**src/hw/mac_statistics_pkg.sv**
```systemverilog
// constants shared by the statistics counter block: register map, field
// positions, counter geometry and frame length limit.
// assumes a byte-addressed register port with 32-bit data words.
package mac_statistics_pkg;

  localparam int COUNTERS = 7;
  localparam int ADDR_WIDTH = 8;
  localparam int DATA_WIDTH = 32;
  localparam int VALUE_WIDTH = 16;

  // counter indices
  localparam int IDX_ERRORED = 0;
  localparam int IDX_CRC = 1;
  localparam int IDX_MISSED = 2;
  localparam int IDX_ALIGN = 3;
  localparam int IDX_SYMBOL = 4;
  localparam int IDX_OVERSIZE = 5;
  localparam int IDX_HEARTBEAT = 6;

  // byte offsets of the counters, in index order
  localparam logic [ADDR_WIDTH-1:0] OFFSET_ERRORED = 8'h60;
  localparam logic [ADDR_WIDTH-1:0] OFFSET_CRC = 8'h64;
  localparam logic [ADDR_WIDTH-1:0] OFFSET_MISSED = 8'h68;
  localparam logic [ADDR_WIDTH-1:0] OFFSET_ALIGN = 8'h6C;
  localparam logic [ADDR_WIDTH-1:0] OFFSET_SYMBOL = 8'h70;
  localparam logic [ADDR_WIDTH-1:0] OFFSET_OVERSIZE = 8'h74;
  localparam logic [ADDR_WIDTH-1:0] OFFSET_HEARTBEAT = 8'h78;
  localparam logic [ADDR_WIDTH-1:0] COUNT_OFFSET_TABLE [COUNTERS] = '{
    OFFSET_ERRORED, OFFSET_CRC, OFFSET_MISSED, OFFSET_ALIGN,
    OFFSET_SYMBOL, OFFSET_OVERSIZE, OFFSET_HEARTBEAT};

  // counter widths and warning field widths, in index order
  localparam int COUNT_WIDTH_TABLE [COUNTERS] = '{16, 8, 8, 8, 8, 4, 4};
  localparam int WARN_WIDTH_TABLE [COUNTERS] = '{8, 4, 4, 4, 4, 2, 2};

  // control register and its fields
  localparam logic [ADDR_WIDTH-1:0] OFFSET_CONTROL = 8'h5C;
  localparam int BIT_WARNING = 0;
  localparam int BIT_FREEZE = 1;
  localparam int BIT_CLEAR_ALL = 2;
  localparam int BIT_STROBE = 3;
  localparam logic RESET_FREEZE = 1'b1;

  // interrupt status (write one to clear) and mask, one bit per counter
  localparam logic [ADDR_WIDTH-1:0] OFFSET_IRQ_STATUS = 8'hF0;
  localparam logic [ADDR_WIDTH-1:0] OFFSET_IRQ_MASK = 8'hF4;
  localparam logic [COUNTERS-1:0] RESET_IRQ_MASK = 7'h00;

  // longest legal frame in bytes
  localparam int MAX_FRAME_BYTES = 1518;

endpackage : mac_statistics_pkg

```
**src/hw/mac_statistics_counters.sv**
```systemverilog
// statistics counters of an ethernet mac: seven clear-on-read event
// counters, a control register, warning flag and a masked interrupt.
// assumes event inputs are synchronous one-cycle pulses and levels from the
// mac receive and transmit logic, and a master that never waits.
//
// Overview of operation
// reading a counter returns its value and clears it to zero.
// each counted event adds one to its counter without software.
// errored packet counter counts every bad packet, incl. wire errors and overruns.
// crc error counter adds one per received packet with failed crc and an even nibble count.
// crc error counted at carrier drop with bad crc and even bytes.
// missed packet counter adds one per reception aborted by fifo overrun.
// alignment counter counts bad crc with odd nibble count.
// symbol counter adds one per packet with rxer during rxdv.
// oversize counter adds one per packet longer than 1518 bytes.
// heartbeat counter adds one when no heartbeat follows a transmission.
// warning flag sets on a counter warning, clears when counters clear.
// freeze holds all counters and ignores events; resets to one.
// writing one to clear-all zeroes every counter; reads as zero.
// writing one to strobe adds one to all enabled counters; reads zero.
// warning condition is all ones in a counter's top warning field.
// an event during a clearing read leaves the counter at one.
`timescale 1ns/1ps

module stat_counter #(
  parameter int WIDTH = 8,
  parameter int WARN_BITS = 4
) (
  input wire logic i_clock,
  input wire logic i_arst_n,
  input wire logic i_count,
  input wire logic i_clear,
  output logic [WIDTH-1:0] o_value,
  output logic o_warning
);

  initial begin
    if (WARN_BITS < 1 || WARN_BITS > WIDTH) begin
      $error("warning field does not fit the counter");
    end
  end

  // a clear never swallows an event in the same cycle, so clear lands on one
  always_ff @(posedge i_clock or negedge i_arst_n) begin
    if (!i_arst_n) begin
      o_value <= '0;
    end else if (i_clear) begin
      o_value <= i_count ? WIDTH'(1) : '0;
    end else if (i_count) begin
      o_value <= o_value + WIDTH'(1);
    end
  end

  // counter rolls over freely; software is expected to poll on the warning
  assign o_warning = &o_value[WIDTH-1 -: WARN_BITS];

endmodule : stat_counter

module mac_statistics_counters
  import mac_statistics_pkg::*;
#(
  parameter int LENGTH_WIDTH = 16
) (
  input wire logic i_clock,
  input wire logic i_arst_n,
  input wire logic [mac_statistics_pkg::ADDR_WIDTH-1:0] i_address,
  input wire logic [mac_statistics_pkg::DATA_WIDTH-1:0] i_write_data,
  input wire logic i_write,
  input wire logic i_read,
  output logic [mac_statistics_pkg::DATA_WIDTH-1:0] o_read_data,
  input wire logic i_rxdv,
  input wire logic i_rxer,
  input wire logic i_rx_frame_done,
  input wire logic i_rx_crc_bad,
  input wire logic i_rx_odd_nibbles,
  input wire logic [LENGTH_WIDTH-1:0] i_rx_length,
  input wire logic i_rx_fifo_overrun,
  input wire logic i_tx_done,
  input wire logic i_tx_heartbeat_seen,
  output logic o_irq
);
  import mac_statistics_pkg::*;

  initial begin
    if (LENGTH_WIDTH < 11) begin
      $error("length port too narrow to see oversize frames");
    end
  end

  localparam logic [LENGTH_WIDTH-1:0] MAX_LENGTH = LENGTH_WIDTH'(MAX_FRAME_BYTES);

  logic freeze_control;
  logic overflow_warning_flag;
  logic clear_all_control;
  logic test_strobe_control;
  logic control_write;
  logic symbol_seen;
  logic symbol_now;
  logic oversize;
  logic [COUNTERS-1:0] event_hit;
  logic [COUNTERS-1:0] count_enable;
  logic [COUNTERS-1:0] clear_hit;
  logic [COUNTERS-1:0] warning;
  logic [COUNTERS-1:0] warning_q;
  logic [COUNTERS-1:0] warning_rise;
  logic [COUNTERS-1:0] irq_status;
  logic [COUNTERS-1:0] irq_mask;
  logic [VALUE_WIDTH-1:0] count_value [COUNTERS];
  logic [DATA_WIDTH-1:0] next_read_data;

  // control strobes act in the cycle of the write itself
  assign control_write = i_write && (i_address == OFFSET_CONTROL);
  assign clear_all_control = control_write && i_write_data[BIT_CLEAR_ALL];
  assign test_strobe_control = control_write && i_write_data[BIT_STROBE];

  // freeze bit; comes out of reset set so nothing counts before setup
  always_ff @(posedge i_clock or negedge i_arst_n) begin
    if (!i_arst_n) begin
      freeze_control <= RESET_FREEZE;
    end else if (control_write) begin
      freeze_control <= i_write_data[BIT_FREEZE];
    end
  end

  // a symbol error anywhere in the frame is remembered until its end
  always_ff @(posedge i_clock or negedge i_arst_n) begin
    if (!i_arst_n) begin
      symbol_seen <= 1'b0;
    end else if (i_rx_frame_done) begin
      symbol_seen <= 1'b0;
    end else if (i_rxdv && i_rxer) begin
      symbol_seen <= 1'b1;
    end
  end

  // frame classification at carrier drop
  assign symbol_now = symbol_seen || (i_rxdv && i_rxer);
  assign oversize = i_rx_length > MAX_LENGTH;
  always_comb begin
    event_hit = '0;
    event_hit[IDX_CRC] = i_rx_frame_done && i_rx_crc_bad && !i_rx_odd_nibbles;
    event_hit[IDX_ALIGN] = i_rx_frame_done && i_rx_crc_bad && i_rx_odd_nibbles;
    event_hit[IDX_SYMBOL] = i_rx_frame_done && symbol_now;
    event_hit[IDX_OVERSIZE] = i_rx_frame_done && oversize;
    event_hit[IDX_MISSED] = i_rx_fifo_overrun;
    event_hit[IDX_HEARTBEAT] = i_tx_done && !i_tx_heartbeat_seen;
    // overrun and frame end together still count as one bad packet
    event_hit[IDX_ERRORED] = i_rx_fifo_overrun ||
      (i_rx_frame_done && (i_rx_crc_bad || symbol_now || oversize));
  end

  // per-counter count and clear; strobe obeys freeze like real events
  always_comb begin
    for (int k = 0; k < COUNTERS; k++) begin
      count_enable[k] = (event_hit[k] || test_strobe_control) && !freeze_control;
      clear_hit[k] = clear_all_control ||
        (i_read && (i_address == COUNT_OFFSET_TABLE[k]));
    end
  end

  genvar g;
  generate
    for (g = 0; g < COUNTERS; g++) begin : gen_counter
      logic [COUNT_WIDTH_TABLE[g]-1:0] value_slice;
      stat_counter #(
        .WIDTH(COUNT_WIDTH_TABLE[g]),
        .WARN_BITS(WARN_WIDTH_TABLE[g])
      ) u_counter (
        .i_clock(i_clock),
        .i_arst_n(i_arst_n),
        .i_count(count_enable[g]),
        .i_clear(clear_hit[g]),
        .o_value(value_slice),
        .o_warning(warning[g])
      );
      assign count_value[g] = VALUE_WIDTH'(value_slice);
    end
  endgenerate

  // edge of each warning condition, used by the flag and the interrupt
  always_ff @(posedge i_clock or negedge i_arst_n) begin
    if (!i_arst_n) begin
      warning_q <= '0;
    end else begin
      warning_q <= warning;
    end
  end
  assign warning_rise = warning & ~warning_q;

  // warning flag: a new warning wins over a clear in the same cycle
  always_ff @(posedge i_clock or negedge i_arst_n) begin
    if (!i_arst_n) begin
      overflow_warning_flag <= 1'b0;
    end else if (|warning_rise) begin
      overflow_warning_flag <= 1'b1;
    end else if (|clear_hit) begin
      overflow_warning_flag <= 1'b0;
    end
  end

  // sticky interrupt status, write one to clear, new warnings win
  always_ff @(posedge i_clock or negedge i_arst_n) begin
    if (!i_arst_n) begin
      irq_status <= '0;
    end else if (i_write && (i_address == OFFSET_IRQ_STATUS)) begin
      irq_status <= (irq_status & ~i_write_data[COUNTERS-1:0]) | warning_rise;
    end else begin
      irq_status <= irq_status | warning_rise;
    end
  end

  // interrupt mask
  always_ff @(posedge i_clock or negedge i_arst_n) begin
    if (!i_arst_n) begin
      irq_mask <= RESET_IRQ_MASK;
    end else if (i_write && (i_address == OFFSET_IRQ_MASK)) begin
      irq_mask <= i_write_data[COUNTERS-1:0];
    end
  end

  // registered interrupt output lags the status by one cycle
  always_ff @(posedge i_clock or negedge i_arst_n) begin
    if (!i_arst_n) begin
      o_irq <= 1'b0;
    end else begin
      o_irq <= |(irq_status & irq_mask);
    end
  end

  // read mux; unmapped addresses and strobe bits read as zero
  always_comb begin
    next_read_data = '0;
    if (i_address == OFFSET_CONTROL) begin
      next_read_data[BIT_WARNING] = overflow_warning_flag;
      next_read_data[BIT_FREEZE] = freeze_control;
    end else if (i_address == OFFSET_IRQ_STATUS) begin
      next_read_data[COUNTERS-1:0] = irq_status;
    end else if (i_address == OFFSET_IRQ_MASK) begin
      next_read_data[COUNTERS-1:0] = irq_mask;
    end
    for (int k = 0; k < COUNTERS; k++) begin
      if (i_address == COUNT_OFFSET_TABLE[k]) begin
        next_read_data[VALUE_WIDTH-1:0] = count_value[k];
      end
    end
  end

  // read data stands only in the cycle after the strobe
  always_ff @(posedge i_clock or negedge i_arst_n) begin
    if (!i_arst_n) begin
      o_read_data <= '0;
    end else if (i_read) begin
      o_read_data <= next_read_data;
    end else begin
      o_read_data <= '0;
    end
  end
endmodule : mac_statistics_counters

```
**config.mk**
```make
export PLATFORM = sky130hd
export DESIGN_NAME = mac_statistics_counters
export DESIGN_NICKNAME = d
export VERILOG_FILES = /design/src/hw/mac_statistics_pkg.sv /design/src/hw/mac_statistics_counters.sv
export SDC_FILE = /design/constraint.sdc
export NUM_CORES = 1
export LEC_CHECK = 0
export BUFFER_PORTS_ARGS = -buffer_cell sky130_fd_sc_hd__buf_2
export CORE_UTILIZATION = 51
export CTS_CLUSTER_DIAMETER = 200
export DETAILED_ROUTE_END_ITERATION = 6
export GPL_ROUTABILITY_DRIVEN = 0
export HOLD_SLACK_MARGIN = 0.08
export PLACE_DENSITY = 0.77
export SYNTH_ARGS = -nofsm -noshare
export SYNTH_HDL_FRONTEND = slang
export SYNTH_HIERARCHICAL = 1
export SYNTH_SLANG_ARGS = --single-unit
```
**constraint.sdc**
```tcl
create_clock -name i_clock -period 1.75 [get_ports i_clock]
set_clock_uncertainty 0.05 [all_clocks]
set_input_delay 0.35 -clock i_clock [delete_from_list [all_inputs] [get_ports i_clock]]
set_output_delay 0.35 -clock i_clock [all_outputs]
set_load 0.03 [all_outputs]
```
==> out/metrics.csv <==
metric;value;unit
initial_core_util;52.33;%
synthDominantCellAreaShare;44.67;%
final.setup.worst_slack;-0.3762;ns
finalCritPeriodShare;121.5;%
core_area;10280;sq um
slowest_delay;0.48;ns
synth_common_cells;dfrtp_1 (96), nor2_1 (59), nand2_1 (44);
numClockSinks;97;
netlist_top_cells_area;dfrtp_1 (45%), nor2_1 (4.1%), xor2_1 (3.6%);
synth_edf_count;0;
crit_end;gen_counter[0].u_counter/o_value[15]$_DFFE_PN0P_;
routedWlPerCell;18.98;um
dieArea;10960;sq um
violations;negative setup slack;
crit_start;i_address[0];
final_layout_size_suffix_gt1_share;38.84;%
grt_pass1_vias;4875;
num_antenna_cells;0;
slowest_stage;or4_4;
numCtsBuffers;9;
async_flop_share;100.0;%
finalSetupViolCount;50;
hold_viol;0;
fp.dieH;104.7;um
postLayoutCoreUtil;69.65;%
overflow;0;
synthCells;555;
hold_path_depth;2;
yosysWarnings;6;
clkTransAtPathRegs;0.09;ns
crit_chain;buf_6 > or2_4 > nor4b_4 > a31oi_2 > a21oi_2 > o2111a_4 > nand2_4 > or4_4 > a21oi_2;
fin_tns_setup;-9.006;ns
dieWidth;104.7;um
rsz0062_at_grt;true;
ys_seq_elements;97;
drt-vias-per-instance;5.969;
crit_path_end_kind;register;
crit_fanout;3;
seq_area_frac_synth;45.16;%
fin_hold_ws;0.1550;ns
period_minus_slack;2.126;ns
cts_root_buffer;clkbuf_8;
max_freq;470.3;MHz
grt_use_total;28.38;%
vias;5038;
power_density;976.7;nW/um^2
first_pass_iters;6;
wl;16020;um
r2r_slack;-0.23;ns
drc;0;
cpLargestDelayFamily;simple AND/OR/NAND/NOR gates;
cts_tree;built;
syn_area;5378;sq um
start_kind;primary input;
critPathBufInv;1;
synth.distinct_cells;69;
area_delta_synth_final;33.11;%
avgSynthCellArea;9.689;sq um
synth_ff_type;dfrtp_1;
antenna_found_initial;0;
place_hpwl;11230;um
critical_path_required;2.02;ns
critPathArrivalTime;2.40;ns
first_iter_violations;588;
cpMostUsedCell;a21oi_2;
min_path_type;primary input to register;
ios;101;
status;finished with violations;
grt_pass1_wl;23960;um
num_rows;37;
numPortBuffers;59;
grt_max_degree;38;
h-tree-depth;3;
n_fill_cell;756;
worstSetupPathDepth;9;
worstRegToRegCells;8;
final_nets;779;
synth_most_common_cell;dfrtp_1;
postRouteAntennaNets;0;
ir_worst_vdd;0.9971;mV
worstSetupPathType;primary input to register;
clk_path_buf_depth;2;
yosysTopAreaCell;dfrtp_1;
power;0.006991;W
slew_viol_final;0;
clk_latency;0.39;ns
p_leak;3.324;nW
r2r_end;gen_counter[0].u_counter/o_value[15]$_DFFE_PN0P_;
maxCapViolCount;0;
r2r_start;symbol_seen$_DFFE_PN0P_;
==> per-layer routing <==
layer  up-vias  part of all wire, %  track usage, %
li1       2245                    -               -
met1      2488                   39           34.96
met2       236                   49           46.07
met3        69                  6.3           6.613
met4         0                  5.7           15.59
met5         -                    0               0
==> cell type report <==
| cell class | count | area (sq um) | area share [%] |
|---|---|---|---|
| Clock buffer | 11 | 131.4 | 1.835 |
| Clock inverter | 4 | 53.80 | 0.7516 |
| Inverter | 11 | 41.29 | 0.5768 |
| Multi-Input combinational cell | 420 | 3093 | 43.21 |
| Sequential cell | 97 | 2429 | 33.93 |
| Tap cell | 136 | 170.2 | 2.377 |
| Timing Repair Buffer | 165 | 1240 | 17.32 |
==> how the worst min path moves through the flow <==
stage                         start                                               to  slack, ns
floorplan                  i_arst_n  gen_counter[0].u_counter/o_value[0]$_DFFE_PN0P_      0.004
global placement           i_arst_n  gen_counter[4].u_counter/o_value[6]$_DFFE_PN0P_       0.16
CTS                 i_write_data[4]                          irq_mask[4]$_DFFE_PN0P_       0.15
detailed placement         i_arst_n  gen_counter[4].u_counter/o_value[6]$_DFFE_PN0P_       0.16
global route        i_write_data[4]                          irq_mask[4]$_DFFE_PN0P_       0.15
finish              i_write_data[4]                          irq_mask[4]$_DFFE_PN0P_       0.16
==> power breakdown <==
| group | total, W | internal, W | switching (W) |
|---|---|---|---|
| sequential | 0.00350 | 0.00271 | 0.000783 |
| clock | 0.00147 | 0.000659 | 0.000807 |
| combinational | 0.00203 | 0.00102 | 0.00101 |
==> cell families after synthesis <==
group | count (synthesis) | share of synthesized area (%)
and+or+nand+nor | 233 | 24.17
AOI/OAI and AO/OA | 111 | 13.52
DFF | 97 | 45.16
buffers and inverters | 53 | 5.607
xor gates and xnor gates | 29 | 4.723
muxes | 24 | 5.119
adders and majority gates | 7 | 1.629
other | 1 | 0.06973
==> layout by cell type, fill, tap and decap left out, drive strengths merged, types with 2 or more instances in the layout <==
cell,instances
xor2,22
o211ai,2
nor4,3
a31oi,3
nand3,21
a22oi,5
o22ai,3
o31ai,11
nand3b,4
or3,8
or4,10
mux2,12
inv,12
ha,7
buf,164
o21ai,20
a21o,9
a221oi,2
nand2b,13
clkbuf,11
clkinvlp,2
o22a,2
xnor2,7
o2111a,2
a21oi,37
a21bo,2
a211oi,2
a222oi,2
mux2i,11
nor2b,13
dfrtp,96
nand4,23
nor2,59
and2,13
nor3,5
and3,7
conb,16
nand2,45
==> flip-flops by register name, summed over array words and instances, names as in the netlist <==
signal	flops
symbol_seen	1
irq_status	7
overflow_warning_flag	1
o_read_data	16
freeze_control	1
irq_mask	7
o_irq	1
gen_counter.u_counter/o_value	56
warning_q	7
==> stage by stage <==
step	setup WS (ns)	instances	area, sq um
after floorplan	-0.7407	570	5489
after global placement	-0.6909	809	6342
after detailed placement	-0.7698	809	6342
after CTS	-0.2981	830	6680
after global routing	-0.3951	844	7158
final	-0.3762	844	7158
==> worst register-to-register path, delay by kind of cell (launching register included) <==
kind,cells,cell delay [ns]
flip-flops,1,0.34
AND/OR/NAND/NOR,3,0.59
AO/OA/AOI/OAI,5,0.95
==> timing repair <==
| item | CTS | global route |
|---|---|---|
| hold buffers | 1 | 0 |
| pin swaps | 13 | 30 |
| resized for setup | 27 | 79 |
| buffers inserted | 6 | 14 |
| endpoints found under the setup margin | 45 | 52 |
| endpoints found under the hold margin | 96 | 0 |
Note: power is estimated with default switching activity, not from simulation.
